$ cat src/rtl/phy_ledctl_pkg.sv
// constants, field layouts and carrier types for the led/transceiver block
package phy_ledctl_pkg;

  // register indices; byte address is four times the index
  localparam logic [5:0] IDX_LED = 6'h18;
  localparam logic [5:0] IDX_CTRL = 6'h19;
  localparam logic [5:0] IDX_FAULT = 6'h1c;
  localparam logic [5:0] IDX_IRQ_ST = 6'h1d;
  localparam logic [5:0] IDX_IRQ_MASK = 6'h1e;
  localparam int ADDR_W = 8;
  localparam int REG_W = 16;

  // link_led_override fields
  localparam int LED_EN_BIT = 4;
  localparam int LED_VAL_BIT = 1;
  localparam logic [15:0] LED_RW_MASK = 16'h0012;
  localparam logic [15:0] LED_RESET = 16'h0000;

  // transceiver_control fields
  localparam int MDIX_BIT = 15;
  localparam int FMDIX_BIT = 14;
  localparam int PRX_BIT = 13;
  localparam int PTX_BIT = 12;
  localparam int INJ_BIT = 11;
  localparam int SEQ_BIT = 10;
  localparam int PASS_BIT = 9;
  localparam int RUN_BIT = 8;
  localparam int BYP_BIT = 7;
  localparam int MODE_BIT = 5;
  localparam int PADDR_LSB = 0;
  localparam int PADDR_W = 5;
  localparam logic [15:0] CTRL_RW_MASK = 16'hcdbf;
  localparam logic [15:0] CTRL_RESET = 16'h0000;

  // interrupt status / mask layout
  localparam int IRQ_W = 2;
  localparam int IRQ_FAIL_BIT = 0;
  localparam int IRQ_PAUSE_BIT = 1;
  localparam logic [1:0] IRQ_RESET = 2'h0;

  // self-test fault counter
  localparam int FAULT_W = 8;
  localparam logic [7:0] FAULT_MAX = 8'hff;

  // strap capture and pin synchroniser
  localparam int SYNC_STAGES = 3;
  localparam logic [1:0] STRAP_SETTLE = 2'h3;
  localparam int STRAP_W = 7;

  typedef struct packed {
    logic asm_dir;
    logic pause;
  } pause_ab_s;

  typedef struct packed {
    logic link_up;
    logic activity;
  } link_evt_s;

  typedef enum logic [1:0] {
    BUS_IDLE = 2'b01,
    BUS_DONE = 2'b10
  } bus_state_e;

endpackage : phy_ledctl_pkg

$ cat src/rtl/phy_led_mdix_bist_control.sv
// led override and transceiver control registers with avalon-mm slave
`timescale 1ns/10ps
module phy_led_mdix_bist_control import phy_ledctl_pkg::*; #(
  parameter int STRETCH_CYCLES = 5000000
) (
  // clock and reset
  input wire logic clk,
  input wire logic reset_n,
  // avalon-mm slave
  input wire logic [ADDR_W-1:0] address,
  input wire logic read,
  input wire logic write,
  input wire logic [31:0] writedata,
  input wire logic [3:0] byteenable,
  output logic [31:0] readdata,
  output logic waitrequest,
  output logic irq,
  // strap pins
  input wire logic strap_auto_crossover,
  input wire logic strap_indicator_mode,
  input wire logic [PADDR_W-1:0] strap_port_address,
  // link and negotiation state from the transceiver core
  input wire link_evt_s link_evt,
  input wire pause_ab_s local_ability,
  input wire pause_ab_s partner_ability,
  input wire logic hcd_full_duplex,
  input wire logic selftest_nibble_err,
  // controls towards the transceiver core and pins
  output logic link_indicator_pin,
  output logic auto_crossover_enable,
  output logic crossover_force,
  output logic selftest_run,
  output logic selftest_sequence_select,
  output logic selftest_error_inject,
  output logic [PADDR_W-1:0] port_mgmt_address
);

  localparam int STR_W = $clog2(STRETCH_CYCLES + 1);
  localparam int LAT1 = 1;
  localparam int LAT2 = 2;

  bus_state_e state_r;
  logic [15:0] led_r;
  logic [15:0] ctrl_r;
  logic pause_rx_r;
  logic pause_tx_r;
  logic pass_r;
  logic run_prev_r;
  logic [FAULT_W-1:0] fault_r;
  logic [IRQ_W-1:0] irq_st_r;
  logic [IRQ_W-1:0] irq_mask_r;
  logic [STR_W-1:0] stretch_r;
  logic [1:0] settle_r;
  logic strap_done_r;
  logic strap_arm_r;

  // strap pins come from outside the clock domain
  logic [STRAP_W-1:0] strap_sync;
  pin_sync3 #(.WIDTH(STRAP_W)) u_strap_sync (
    .clk(clk),
    .reset_n(reset_n),
    .pin_in({strap_auto_crossover, strap_indicator_mode,
             strap_port_address}),
    .pin_out(strap_sync)
  );

  // bus decode
  wire [5:0] idx = address[7:2];
  wire hit_led = (idx == IDX_LED);
  wire hit_ctrl = (idx == IDX_CTRL);
  wire hit_fault = (idx == IDX_FAULT);
  wire hit_st = (idx == IDX_IRQ_ST);
  wire hit_mask = (idx == IDX_IRQ_MASK);
  wire acc_done = (state_r == BUS_DONE);
  wire wr_done = acc_done && write;
  wire [15:0] be_mask = {{8{byteenable[1]}}, {8{byteenable[0]}}};
  wire [15:0] wdata = writedata[15:0] & be_mask;

  // read views: reserved bits masked to zero, pin state never shown
  wire [15:0] led_rd = led_r & LED_RW_MASK;
  wire [15:0] ctrl_status = (16'(pause_rx_r) << PRX_BIT) |
                            (16'(pause_tx_r) << PTX_BIT) |
                            (16'(pass_r) << PASS_BIT);
  wire [15:0] ctrl_rd = (ctrl_r & CTRL_RW_MASK) | ctrl_status;
  wire [31:0] rd_mux = hit_led ? {16'h0000, led_rd} :
                       hit_ctrl ? {16'h0000, ctrl_rd} :
                       hit_fault ? {24'h000000, fault_r} :
                       hit_st ? {30'h00000000, irq_st_r} :
                       hit_mask ? {30'h00000000, irq_mask_r} :
                       32'h00000000;

  // led override register; byte-lane merge, reserved lanes dropped
  wire led_we = wr_done && hit_led;
  wire [15:0] led_nxt = led_we ?
    ((led_r & ~(be_mask & LED_RW_MASK)) | (wdata & LED_RW_MASK)) :
    led_r;

  // control register write merge
  wire ctrl_we = wr_done && hit_ctrl;
  wire [15:0] ctrl_wmask = be_mask & CTRL_RW_MASK;
  wire [15:0] ctrl_wr = (ctrl_r & ~ctrl_wmask) | (wdata & CTRL_RW_MASK);
  // inject bit self-clears one cycle after it is set
  wire [15:0] ctrl_sc = ctrl_r & ~(16'h0001 << INJ_BIT);
  // armed one cycle after settle so the filtered strap copy is valid
  wire strap_load = !strap_done_r && strap_arm_r;
  wire [15:0] strap_val = (16'(strap_sync[6]) << MDIX_BIT) |
                          (16'(strap_sync[5]) << MODE_BIT) |
                          16'(strap_sync[4:0]);
  wire [15:0] strap_keep = ~((16'h0001 << MDIX_BIT) |
                             (16'h0001 << MODE_BIT) | 16'h001f);
  // a write in the strap load cycle still wins over the strap
  wire [15:0] ctrl_nxt = ctrl_we ? ctrl_wr :
                         strap_load ? ((ctrl_sc & strap_keep) | strap_val) :
                         ctrl_sc;

  // pause resolution, symmetric and asymmetric cases
  wire lp = local_ability.pause;
  wire la = local_ability.asm_dir;
  wire pp = partner_ability.pause;
  wire pa = partner_ability.asm_dir;
  wire rx_res = hcd_full_duplex &&
                ((lp && pp) || (lp && la && !pp && pa));
  wire tx_res = hcd_full_duplex &&
                ((lp && pp) || (!lp && la && pp && pa));

  // self-test run, pass latch and fault counter
  wire run = ctrl_r[RUN_BIT];
  wire run_rise = run && !run_prev_r;
  wire test_err = selftest_nibble_err || ctrl_r[INJ_BIT];
  wire pass_nxt = !run ? 1'b0 :
                  run_rise ? 1'b1 :
                  test_err ? 1'b0 : pass_r;
  wire fault_inc = run && !run_rise && selftest_nibble_err &&
                   (fault_r != FAULT_MAX);
  wire [FAULT_W-1:0] fault_nxt = run_rise ? '0 :
    fault_inc ? FAULT_W'(fault_r + 1'b1) : fault_r;

  // interrupts: set wins over a write-one clear in the same cycle
  wire [IRQ_W-1:0] irq_ev;
  assign irq_ev[IRQ_FAIL_BIT] = pass_r && !pass_nxt && run;
  assign irq_ev[IRQ_PAUSE_BIT] = (rx_res != pause_rx_r) ||
                                 (tx_res != pause_tx_r);
  wire [IRQ_W-1:0] st_clr = (wr_done && hit_st) ?
                            writedata[IRQ_W-1:0] : '0;
  wire [IRQ_W-1:0] st_nxt = (irq_st_r & ~st_clr) | irq_ev;
  wire [IRQ_W-1:0] mask_nxt = (wr_done && hit_mask) ?
                              writedata[IRQ_W-1:0] : irq_mask_r;

  // indicator: stretch holds a blink long enough for the eye to see
  wire act = link_evt.activity;
  wire [STR_W-1:0] stretch_nxt = act ? STR_W'(STRETCH_CYCLES) :
    (stretch_r != '0) ? STR_W'(stretch_r - 1'b1) : stretch_r;
  wire act_seen = ctrl_r[BYP_BIT] ? act : (stretch_r != '0);
  wire led_raw = ctrl_r[MODE_BIT] ? link_evt.link_up :
                 (link_evt.link_up && !act_seen);
  wire pin_nxt = led_r[LED_EN_BIT] ? led_r[LED_VAL_BIT] : led_raw;

  // bus handshake: one wait cycle, answer at the second edge
  always_ff @(posedge clk) begin
    if (!reset_n) begin
      state_r <= BUS_IDLE;
      waitrequest <= 1'b1;
      readdata <= 32'h00000000;
    end else begin
      unique case (state_r)
        BUS_IDLE: begin
          if (read || write) begin
            state_r <= BUS_DONE;
            waitrequest <= 1'b0;
            readdata <= rd_mux;
          end
        end
        BUS_DONE: begin
          state_r <= BUS_IDLE;
          waitrequest <= 1'b1;
        end
        default: begin
          state_r <= BUS_IDLE;
          waitrequest <= 1'b1;
        end
      endcase
    end
  end

  // register state
  always_ff @(posedge clk) begin
    if (!reset_n) begin
      led_r <= LED_RESET;
      ctrl_r <= CTRL_RESET;
      pause_rx_r <= 1'b0;
      pause_tx_r <= 1'b0;
      pass_r <= 1'b0;
      run_prev_r <= 1'b0;
      fault_r <= '0;
      irq_st_r <= IRQ_RESET;
      irq_mask_r <= IRQ_RESET;
    end else begin
      led_r <= led_nxt;
      ctrl_r <= ctrl_nxt;
      pause_rx_r <= rx_res;
      pause_tx_r <= tx_res;
      pass_r <= pass_nxt;
      run_prev_r <= run;
      fault_r <= fault_nxt;
      irq_st_r <= st_nxt;
      irq_mask_r <= mask_nxt;
    end
  end

  // strap capture after the synchroniser has settled
  always_ff @(posedge clk) begin
    if (!reset_n) begin
      settle_r <= 2'h0;
      strap_done_r <= 1'b0;
      strap_arm_r <= 1'b0;
    end else begin
      strap_arm_r <= (settle_r == STRAP_SETTLE);
      if (settle_r != STRAP_SETTLE) begin
        settle_r <= settle_r + 2'h1;
      end
      if (strap_load) begin
        strap_done_r <= 1'b1;
      end
    end
  end

  // outputs, all registered
  always_ff @(posedge clk) begin
    if (!reset_n) begin
      stretch_r <= '0;
      link_indicator_pin <= 1'b0;
      auto_crossover_enable <= 1'b0;
      crossover_force <= 1'b0;
      selftest_run <= 1'b0;
      selftest_sequence_select <= 1'b0;
      selftest_error_inject <= 1'b0;
      port_mgmt_address <= '0;
      irq <= 1'b0;
    end else begin
      stretch_r <= stretch_nxt;
      link_indicator_pin <= pin_nxt;
      auto_crossover_enable <= ctrl_r[MDIX_BIT];
      crossover_force <= ctrl_r[FMDIX_BIT];
      selftest_run <= run;
      selftest_sequence_select <= ctrl_r[SEQ_BIT];
      selftest_error_inject <= ctrl_r[INJ_BIT];
      port_mgmt_address <= ctrl_r[PADDR_W-1:PADDR_LSB];
      irq <= |(irq_st_r & irq_mask_r);
    end
  end

  // checks
  property p_led_rsv;
    @(posedge clk) disable iff (!reset_n)
      (led_rd & ~LED_RW_MASK) == 16'h0000 &&
      (ctrl_rd & 16'h0040) == 16'h0000;
  endproperty
  a_led_rsv: assert property (p_led_rsv)
    else $error("reserved bits read nonzero");

  property p_override;
    @(posedge clk) disable iff (!reset_n)
      led_r[LED_EN_BIT] |=> link_indicator_pin == $past(led_r[LED_VAL_BIT]);
  endproperty
  a_override: assert property (p_override)
    else $error("indicator not forced");

  property p_force_store;
    @(posedge clk) disable iff (!reset_n)
      led_we && byteenable[0] |=> led_r[LED_VAL_BIT] ==
        $past(writedata[LED_VAL_BIT]);
  endproperty
  a_force_store: assert property (p_force_store)
    else $error("force value not stored");

  property p_no_pin_read;
    @(posedge clk) disable iff (!reset_n)
      state_r == BUS_IDLE && read && hit_led |=>
        readdata[15:0] == $past(led_rd);
  endproperty
  a_no_pin_read: assert property (p_no_pin_read)
    else $error("override read not from storage");

  property p_cross;
    @(posedge clk) disable iff (!reset_n)
      ##LAT1 crossover_force == $past(ctrl_r[FMDIX_BIT]);
  endproperty
  a_cross: assert property (p_cross)
    else $error("pair cross output mismatch");

  property p_pause_hd;
    @(posedge clk) disable iff (!reset_n)
      !hcd_full_duplex |=> !pause_rx_r && !pause_tx_r;
  endproperty
  a_pause_hd: assert property (p_pause_hd)
    else $error("pause resolved without full duplex");

  property p_inject_once;
    @(posedge clk) disable iff (!reset_n)
      $rose(selftest_error_inject) |=> !selftest_error_inject;
  endproperty
  a_inject_once: assert property (p_inject_once)
    else $error("error inject not a single pulse");

  property p_pass_stop;
    @(posedge clk) disable iff (!reset_n)
      $fell(run) |-> ##[0:LAT1] !pass_r;
  endproperty
  a_pass_stop: assert property (p_pass_stop)
    else $error("pass flag not cleared on stop");

  property p_pass_latch;
    @(posedge clk) disable iff (!reset_n)
      !pass_r && run && !run_rise |=> !pass_r;
  endproperty
  a_pass_latch: assert property (p_pass_latch)
    else $error("pass flag did not stay low");

  property p_fault_sat;
    @(posedge clk) disable iff (!reset_n)
      fault_r == FAULT_MAX && !run_rise |=> fault_r == FAULT_MAX;
  endproperty
  a_fault_sat: assert property (p_fault_sat)
    else $error("fault counter wrapped");

  property p_addr_out;
    @(posedge clk) disable iff (!reset_n)
      ctrl_we && byteenable[0] |-> ##LAT2 port_mgmt_address ==
        $past(writedata[PADDR_W-1:0], 2);
  endproperty
  a_addr_out: assert property (p_addr_out)
    else $error("port address not updated");

  c_write: cover property (@(posedge clk) disable iff (!reset_n)
    ctrl_we);
  c_fail: cover property (@(posedge clk) disable iff (!reset_n)
    irq_ev[IRQ_FAIL_BIT]);
  c_override: cover property (@(posedge clk) disable iff (!reset_n)
    led_r[LED_EN_BIT] && led_r[LED_VAL_BIT]);
  c_irq: cover property (@(posedge clk) disable iff (!reset_n) irq);

endmodule : phy_led_mdix_bist_control

$ cat src/rtl/pin_sync3.sv
// three-stage pin synchroniser that accepts a change once stages agree
`timescale 1ns/10ps
module pin_sync3 import phy_ledctl_pkg::*; #(
  parameter int WIDTH = 1
) (
  // clock and reset
  input wire logic clk,
  input wire logic reset_n,
  // asynchronous pin level and its filtered copy
  input wire logic [WIDTH-1:0] pin_in,
  output logic [WIDTH-1:0] pin_out
);

  logic [WIDTH-1:0] s1_r;
  logic [WIDTH-1:0] s2_r;
  logic [WIDTH-1:0] s3_r;
  logic [WIDTH-1:0] out_nxt;

  // stage one is read only by stage two
  genvar i;
  generate
    for (i = 0; i < WIDTH; i++) begin : g_bit
      assign out_nxt[i] = (s2_r[i] == s3_r[i]) ? s3_r[i] : pin_out[i];
    end
  endgenerate

  always_ff @(posedge clk) begin
    if (!reset_n) begin
      s1_r <= '0;
      s2_r <= '0;
      s3_r <= '0;
      pin_out <= '0;
    end else begin
      s1_r <= pin_in;
      s2_r <= s1_r;
      s3_r <= s2_r;
      pin_out <= out_nxt;
    end
  end

endmodule : pin_sync3

$ cat config.mk
export PLATFORM = sky130hd
export DESIGN_NAME = phy_led_mdix_bist_control
export DESIGN_NICKNAME = d
export VERILOG_FILES = /design/src/rtl/phy_ledctl_pkg.sv /design/src/rtl/phy_led_mdix_bist_control.sv /design/src/rtl/pin_sync3.sv
export SDC_FILE = /design/constraint.sdc
export NUM_CORES = 1
export LEC_CHECK = 0
export BUFFER_PORTS_ARGS = -buffer_cell sky130_fd_sc_hd__buf_4
export CAP_MARGIN = 25
export CORE_MARGIN = 2
export CORE_UTILIZATION = 60
export CTS_BUF_LIST = sky130_fd_sc_hd__clkbuf_8
export CTS_CLUSTER_DIAMETER = 120
export DETAILED_ROUTE_END_ITERATION = 8
export PLACE_DENSITY_LB_ADDON = 0.25
export SKIP_LAST_GASP = 1
export SYNTH_ARGS = -nofsm -noshare
export SYNTH_HDL_FRONTEND = slang
export SYNTH_SLANG_ARGS = --single-unit
$ cat constraint.sdc
create_clock -name clk -period 3.22 [get_ports clk]
set_input_delay 0.644 -clock clk [delete_from_list [all_inputs] [get_ports clk]]
set_output_delay 0.644 -clock clk [all_outputs]
set_load 0.05 [all_outputs]
==> out/results.ini, run 1 <==
[status]
outcome=finished clean

[critical_path]
crit_chain=or4_1 > or4_1 > nand4_1 > xor2_1 > a21boi_1
worstSetupPathType=reg2reg
slowest_delay_ns=0.68
worst_ep_required_time_ns=3.52
cp-end-kind=register
critPathLaunchType=register
critical-path-slowest-cell=or4_1
cp_max_fo=8
cp_common_cell=or4_1
cp.arrival_ns=2.56

[sta]
setup_tns_ns=0
tightest_slew_ns=0.786
fin_crit_ns=2.26
setup_viol=0
rsz0062_at_grt=false
slew_headroom_pct=47.5
hold_viol=0
finClkSkew_ns=0.0131
finalCritPeriodShare_pct=70.1
fmax_mhz=443
drv_slew=0

[pwr]
p_int_uw=2550
power_density_nw_per_um2=594
leakage_uw=0.00226
switching_share_pct=25.5
comb_power_share_pct=10.6
peakVddDrop_v=0.000371
power.switching_uw=874
p_clk_share_pct=45.7
power_frac_seq_pct=43.7

[route]
route.vias.total=3973
wire_per_inst_um=15.1
first_iter_violations=233
drt.antenna.violating_nets=0
drc=0
drt_first_pass_iters=5
wl_um=10500
viasPerCell=5.68

[clocking]
postCtsHoldBufs=0
cts.path.max_buffers=2
clkLatencyLatePin_ns=0.43
cts_made_buffers=17
cts.htree.levels=4
clock-sinks=114
clk_pin_slew_ns=0.08
cts_root_buffer=clkbuf_8
ctsResizeCount=0
cts_setup_buffers=0
cts_tree=yes

[synthesis]
yosys.area.top_type=dfxtp_1
synth_top_area_share_pct=48.0
syn_inst=511
synth-seq-cells=114
synth_commonest_cells=114 x dfxtp_1, 42 x nand2_1, 34 x and2_1, 30 x nor2_1, 27 x nand3_1
synthArstFlopShare_pct=0
yosysSeqAreaShare_pct=48.0
synth_ff_type=dfxtp_1
syn_avg_cell_area_um2=9.31
syn_area_um2=4760
yosysMostFrequentCell=dfxtp_1
synth_cell_types=59
netlist_top_cells_area=dfxtp_1 48%, and2_1 4.5%, a21boi_0 3.8%
synth_edf_count=0
ys_warn_count=0

[hold_path]
min-delay-path-class=in2reg

[final_layout]
area_growth_syn_to_layout_pct=21.3
drive_gt1_share_pct=19.3
fin_nets=651
fin_util_pct=75.0
finalNonFillerCells=699
diodes=0

[floorplan]
dieHeight_um=93.0
initial_core_util_pct=61.9
dieArea_um2=8650
coreArea_um2=7690
num_rows=32
ios=108
die_w_um=93.0

[grt]
antenna_found_initial=0
grt_util_all_layers_pct=25.8
grt_pass1_wl_um=17400
grt_pass1_vias=3717
grt_max_degree=53
grt_overflow=0

[job]
cap_violations=0

[placed_design]
port_buffers=67
place.gp.congestion=0.898
dp.cells=667
post-dp-hpwl_um=7240

[final cells by class]
| type | instances | area [µm²] |
|---|---|---|
| repair buffers | 73 | 548 |
| clock buffers | 18 | 248 |
| inverters | 12 | 45.0 |
| well taps | 102 | 128 |
| fillers | 538 | 1920 |
| multi-input cells | 366 | 2290 |
| flip-flops and latches | 114 | 2280 |
| clock inverters | 14 | 225 |
[critical path: cells and delay by family (launching register included)]
| kind | cells | cell delay, ns |
|---|---|---|
| flip-flops | 1 | 0.35 |
| AND/OR/NAND/NOR | 3 | 1.50 |
| XOR/XNOR | 1 | 0.20 |
| AO/OA/AOI/OAI | 1 | 0.08 |
[power groups by stage]
stage,Sequential (µW),Combinational (µW),Clock [µW]
detailed placement,1520,356,0
global route,1500,398,1650
floorplan,1520,269,0
global placement,1520,345,0
finish,1490,363,1570
CTS,1490,360,1580
[state kept, by name, summed over array words and instances (netlist names), 2 cells and up, named ones only]
name                  count
stretch_r                23
readdata                 16
fault_r                   8
u_strap_sync.pin_out      7
u_strap_sync.s1_r         7
u_strap_sync.s2_r         7
u_strap_sync.s3_r         7
port_mgmt_address         5
ctrl_r                    4
irq_mask_r                2
irq_st_r                  2
settle_r                  2
state_r                   2
[layout by cell type (no fill, tap or decap), types with 16 or more instances in the layout]
| cell type | instances |
|---|---|
| a21boi_0 | 24 |
| and2_1 | 34 |
| buf_4 | 73 |
| clkbuf_8 | 18 |
| conb_1 | 16 |
| dfxtp_1 | 114 |
| nand2_1 | 42 |
| nand3_1 | 27 |
| nor2_1 | 30 |
| o21ai_0 | 19 |
[cell families (layout without fill, tap and decap cells)]
logic type	after synthesis	in the layout	share of synthesized area [%]
AO/OA/AOI/OAI	108	108	15.5
XOR/XNOR	20	20	3.68
adder cells (fa/ha/maj)	4	4	1.05
buffers and inverters	46	117	5.00
flip-flops	114	114	48.0
multiplexers	10	10	2.13
other	1	16	0.0789
AND/OR/NAND/NOR	208	208	24.5
[routing by layer]
layer  share of wire [%]  vias to the layer above  track usage, %
met2                  47                      158            41.0
met3                 6.9                       17            5.88
met1                  44                     1876            34.0
met5                   0                        -               0
met4                 1.5                        0            10.4
li1                    -                     1922               -
[stage by stage]
step                hold WS, ns  total power [µW]  worst slack [ns]  instance area [µm²]
floorplan                 0.412              1790              1.03                 4810
global placement          0.414              1870              1.03                 5300
detailed placement        0.419              1880              1.00                 5300
CTS                       0.400              3440             0.980                 5770
global route              0.393              3540             0.854                 5770
finish                    0.419              3420             0.963                 5770
[final timing paths]
kind	from	depth (start not counted)	slack, ns	endpoint
worst min-delay path	strap_auto_crossover	2	0.42	u_strap_sync.s1_r[6]$_SDFF_PN0_
worst min register to register	u_strap_sync.s1_r[2]$_SDFF_PN0_	1	0.44	u_strap_sync.s2_r[2]$_SDFF_PN0_
worst max-delay path	stretch_r[13]$_SDFFE_PP0P_	5	0.96	stretch_r[18]$_SDFFE_PN0P_
worst max register to register	stretch_r[13]$_SDFFE_PP0P_	5	0.96	stretch_r[18]$_SDFFE_PN0P_
Power figures use the tool's default switching activity.
==> inputs of run 2 (changes only) <==
Settings changed: CORE_UTILIZATION 60 to 50.
Clock period 3.22 ns to 1.9 ns, I/O delays scaled along.
==> out/results.ini, run 2 (synthesized netlist as in run 1, its figures left out) <==
[route]
first_iter_violations=182  ; was 233
drt_first_pass_iters=5  ; unchanged
drt.antenna.violating_nets=0  ; unchanged
wl_um=10900  ; was 10500 µm
wire_per_inst_um=14.2  ; was 15.1 µm
drc=0  ; unchanged
route.vias.total=4053  ; was 3973
viasPerCell=5.28  ; was 5.68

[critical_path]
crit_chain=or4_4 > or4_4 > nand4b_1 > xor2_1 > nor2_1  ; was or4_1 > or4_1 > nand4_1 > xor2_1 > a21boi_1
cp-end-kind=register  ; unchanged
worst_ep_required_time_ns=2.20  ; was 3.52 ns
critPathLaunchType=register  ; unchanged
slowest_delay_ns=0.60  ; was 0.68 ns
cp_common_cell=or4_4  ; was or4_1
cp.arrival_ns=2.27  ; was 2.56 ns
cp_top_family=simple AND/OR/NAND/NOR gates  ; unchanged
critical-path-slowest-cell=or4_4  ; was or4_1
critPathBufInv=0  ; unchanged
worstSetupPathType=reg2reg  ; unchanged
cp_max_fo=6  ; was 8

[grt]
busiest_layer=met2  ; unchanged
antenna_found_initial=0  ; unchanged
grt_use_met1_pct=29.1  ; was 34.0%
grt_pass1_vias=3888  ; was 3717
grt_util_all_layers_pct=22.4  ; was 25.8%
met2_usage_pct=35.7  ; was 41.0%
met3_usage_pct=6.35  ; was 5.88%
grt_max_degree=41  ; was 53
grt_overflow=0  ; unchanged
grt_pass1_wl_um=18000  ; was 17400 µm

[pwr]
finalPower_uw=5720  ; was 3420 µW
leakage_uw=0.00246  ; was 0.00226 µW
power_density_nw_per_um2=920  ; was 594 nW/µm²
peakVddDrop_v=0.000730  ; was 0.000371 V

[floorplan]
die_w_um=102  ; was 93.0 µm
initial_core_util_pct=51.5  ; was 61.9%
coreArea_um2=9240  ; was 7690 µm²
num_rows=35  ; was 32
dieArea_um2=10300  ; was 8650 µm²
dieHeight_um=102  ; was 93.0 µm
ios=108  ; unchanged

[final_layout]
drive_gt1_share_pct=27.5  ; was 19.3%
reg_top3=stretch_r x23, readdata x16, fault_r x8  ; unchanged
area_growth_syn_to_layout_pct=30.7  ; was 21.3%
diodes=0  ; unchanged
fin_nets=693  ; was 651
final_common_cell=buf_4  ; was dfxtp_1
top_register=stretch_r  ; unchanged
final_cell_mix=113 x buf_4, 112 x dfxtp_1, 42 x nand2_1  ; was 114 x dfxtp_1, 73 x buf_4, 42 x nand2_1
largest_reg_flops=23  ; unchanged

[placed_design]
place.gp.congestion=0.844  ; was 0.898
port_buffers=67  ; unchanged
place_ws_ns=-0.135  ; was 1.00 ns
post-dp-hpwl_um=7710  ; was 7240 µm

[sta]
drv_slew=0  ; unchanged
rsz0062_at_grt=true  ; was false
finClkSkew_ns=0.0118  ; was 0.0131 ns
slew_headroom_pct=60.9  ; was 47.5%
fin_crit_ns=1.97  ; was 2.26 ns
fmax_mhz=509  ; was 443 MHz
holdWs_ns=0.148  ; was 0.419 ns
worst_slack_ns=-0.0662  ; was 0.963 ns
setup_tns_ns=-0.295  ; was 0 ns
setup_viol=7  ; was 0
finalCritPeriodShare_pct=103  ; was 70.1%
tightest_slew_ns=0.584  ; was 0.786 ns
hold_viol=0  ; unchanged

[status]
outcome=complete, but fails checks  ; was finished clean
violations=negative setup slack

[clocking]
postCtsHoldBufs=0  ; unchanged
cts.path.max_buffers=2  ; unchanged
clk_pin_slew_ns=0.08  ; about the same
clock-sinks=114  ; unchanged
cts.htree.levels=4  ; unchanged
clkLatencyLatePin_ns=0.43  ; about the same
cts_root_buffer=clkbuf_8  ; unchanged
cts_tree=yes  ; unchanged
cts_made_buffers=17  ; unchanged

[hold_path]
min-delay-path-class=in2reg  ; unchanged

[job]
cap_violations=0  ; unchanged

run 2: cell count changes in the layout (fill, tap and decap cells not counted), sizes merged:
cell      change
clkinv        -1
clkbuf        -1
bufinv        -2
clkinvlp      +3
buf          +42
inv           +1
run 2: area by class of cell:
type	instances	area, µm²
clock buffers	17	234
flip-flops and latches	114	2280
well taps	129	161
clock inverters	15	183
multi-input cells	366	2440
fillers	708	3020
inverters	12	45.0
repair buffers	115	871
run 2: timing repair:
| action | CTS | global route |
|---|---|---|
| pin swaps | 4 | 7 |
| buffers inserted | 2 | 2 |
| endpoints found under the setup margin | 18 | 20 |
| resized for setup | 5 | 14 |
run 2: final timing paths:
kind | startpoint | endpoint | slack, ns | cells past startpoint
min | strap_port_address[4] | u_strap_sync.s1_r[4]$_SDFF_PN0_ | 0.15 | 2
max reg2reg | stretch_r[18]$_SDFFE_PN0P_ | stretch_r[17]$_SDFFE_PP0P_ | -0.07 | 5
min reg2reg | u_strap_sync.s1_r[6]$_SDFF_PN0_ | u_strap_sync.s2_r[6]$_SDFF_PN0_ | 0.43 | 1
max | stretch_r[18]$_SDFFE_PN0P_ | stretch_r[17]$_SDFFE_PP0P_ | -0.07 | 5
run 2: worst register-to-register path: stages (launching register included):
cell and delay [ns]:
dfxtp_2 0.32, or4_4 0.57, or4_4 0.60, nand4b_1 0.14
xor2_1 0.16, nor2_1 0.05
run 2: where the power goes:
part	switching [µW]	total (µW)	internal [µW]
combinational	452	832	380
clock	1070	2370	1310
sequential	50.0	2520	2470
total	1570	5720	4150
run 2: routing by layer:
layer	share of wire, %	vias up
li1	-	2021
met1	45	1881
met2	46	128
met3	6.0	23
met4	2.1	0
met5	0	-
run 2: per-stage QoR:
step	cells	util (%)	cell area, µm²
after floorplan	526	-	4870
after global placement	732	61.3	5660
after detailed placement	732	61.3	5660
after CTS	766	66.1	6110
after global routing	768	67.3	6220
final	768	67.3	6220
==> inputs of run 3 (changes only) <==
Settings changed: CELL_PAD_IN_SITES_DETAIL_PLACEMENT set to 1, CELL_PAD_IN_SITES_GLOBAL_PLACEMENT set to 2, CORE_UTILIZATION 50 to 30.
==> out/results.ini, run 3 (synthesized netlist as in run 1, its figures left out) <==
[status]
outcome=complete, but fails checks  ; unchanged
violations=negative setup slack  ; unchanged

[route]
route.vias.total=4089  ; was 4053
first_iter_violations=193  ; was 182
drt_first_pass_iters=5  ; unchanged
drc=0  ; unchanged
drt.antenna.violating_nets=0  ; unchanged
wire_per_inst_um=15.6  ; was 14.2 µm
viasPerCell=4.75  ; was 5.28
wl_um=13400  ; was 10900 µm

[pwr]
power_density_nw_per_um2=942  ; was 920 nW/µm²
finalPower_uw=6080  ; was 5720 µW
peakVddDrop_v=0.000464  ; was 0.000730 V
leakage_uw=0.00253  ; was 0.00246 µW

[sta]
drv_slew=0  ; unchanged
finClkSkew_ns=0.0126  ; was 0.0118 ns
finalCritPeriodShare_pct=103  ; about the same
rsz0062_at_grt=true  ; unchanged
setup_viol=8  ; was 7
holdWs_ns=0.140  ; was 0.148 ns
worst_slack_ns=-0.0657  ; was -0.0662 ns
fin_crit_ns=1.97  ; about the same
hold_viol=0  ; unchanged
fmax_mhz=509  ; about the same
tightest_slew_ns=0.596  ; was 0.584 ns
setup_tns_ns=-0.278  ; was -0.295 ns
slew_headroom_pct=60.0  ; was 60.9%

[clocking]
cts_made_buffers=17  ; unchanged
clkLatencyLatePin_ns=0.45  ; was 0.43 ns
cts.path.max_buffers=2  ; unchanged
cts_root_buffer=clkbuf_8  ; unchanged
cts_tree=yes  ; unchanged
clk_pin_slew_ns=0.07  ; was 0.08 ns
postCtsHoldBufs=0  ; unchanged
cts.htree.levels=4  ; unchanged
clock-sinks=114  ; unchanged

[final_layout]
regArea_um2=2290  ; was 2280 µm²
final_cell_mix=118 x buf_4, 111 x dfxtp_1, 42 x nand2_1  ; was 113 x buf_4, 112 x dfxtp_1, 42 x nand2_1
reg_top3=stretch_r x23, readdata x16, fault_r x8  ; unchanged
largest_reg_flops=23  ; unchanged
drive_gt1_share_pct=28.6  ; was 27.5%
fin_nets=698  ; was 693
multiInputGateArea_um2=2480  ; was 2440 µm²
diodes=0  ; unchanged
fin_util_pct=41.1  ; was 67.3%
final_common_cell=buf_4  ; unchanged
fillCellCount=1842  ; was 708
area_growth_syn_to_layout_pct=35.8  ; was 30.7%
top_register=stretch_r  ; unchanged

[floorplan]
coreArea_um2=15700  ; was 9240 µm²
dieArea_um2=16900  ; was 10300 µm²
ios=108  ; unchanged
die_w_um=130  ; was 102 µm
initial_core_util_pct=30.3  ; was 51.5%
num_rows=46  ; was 35
dieHeight_um=130  ; was 102 µm

[critical_path]
worstSetupPathType=reg2reg  ; unchanged
critPathBufInv=0  ; unchanged
critPathLaunchType=register  ; unchanged
cp_common_cell=or4_4  ; unchanged
cp.arrival_ns=2.29  ; was 2.27 ns
cp-end-kind=register  ; unchanged
worst_ep_required_time_ns=2.23  ; was 2.20 ns
critical-path-slowest-cell=or4_4  ; unchanged
reg2reg_from=stretch_r[18]$_SDFFE_PN0P_  ; unchanged
crit_chain=or4_4 > or4_4 > nand4_1 > xor2_1 > a21boi_1  ; was or4_4 > or4_4 > nand4b_1 > xor2_1 > nor2_1
cp_max_fo=6  ; unchanged
cp_top_family=simple AND/OR/NAND/NOR gates  ; unchanged
slowest_delay_ns=0.60  ; about the same
cp-startpoint=stretch_r[18]$_SDFFE_PN0P_  ; unchanged

[grt]
grt_overflow=0  ; unchanged
grt_pass1_wl_um=21500  ; was 18000 µm
grt_util_all_layers_pct=16.7  ; was 22.4%
grt_pass1_vias=4172  ; was 3888
antenna_found_initial=0  ; unchanged
grt_max_degree=48  ; was 41

[hold_path]
min-delay-path-class=in2reg  ; unchanged
min_from=strap_port_address[3]  ; was strap_port_address[4]

[placed_design]
post-dp-hpwl_um=9840  ; was 7710 µm
place.gp.congestion=0.813  ; was 0.844
port_buffers=67  ; unchanged

[job]
cap_violations=0  ; unchanged

-- run 3: worst paths after layout --
kind	to	slack, ns	cells after the start
max reg2reg	stretch_r[18]$_SDFFE_PN0P_	-0.07	5
max	stretch_r[18]$_SDFFE_PN0P_	-0.07	5
min reg2reg	u_strap_sync.s2_r[0]$_SDFF_PN0_	0.43	1
min	u_strap_sync.s1_r[3]$_SDFF_PN0_	0.14	2
-- run 3: cell type report --
type | count | share of cell area (%)
Clock buffer | 17 | 3.62
Sequential cell | 114 | 35.4
Multi-Input combinational cell | 366 | 38.5
Tap cell | 216 | 4.19
Clock inverter | 15 | 3.55
Timing Repair Buffer | 120 | 14.1
Inverter | 12 | 0.698
-- run 3: routing by layer --
metal	GRT usage (%)	part of all wire, %	wire [µm]
met5	0	0	0
met4	7.46	2.1	286
met3	3.69	3.2	432
met2	26.2	47	6270
met1	22.1	48	6460
-- run 3: repair_timing --
action / 4_1_cts / 5_1_grt
pin swaps: 4 / 22
resized for setup: 11 / 14
hold endpoints to repair: 0 / 0
setup buffers: 0 / 3
setup endpoints to repair: 19 / 18
-- run 3: per-stage QoR --
stage / setup WS, ns / instance area [µm²] / cells
after floorplan: -0.0422 / 4870 / 526
after global placement: -0.181 / 5810 / 825
after detailed placement: -0.211 / 5810 / 825
after CTS: -0.0776 / 6340 / 857
after global routing: -0.142 / 6460 / 860
final: -0.0657 / 6460 / 860
-- run 3: power by group --
group	internal [µW]	switching (µW)	total, µW
sequential	2460	54.1	2520
combinational	384	488	872
clock	1580	1120	2690
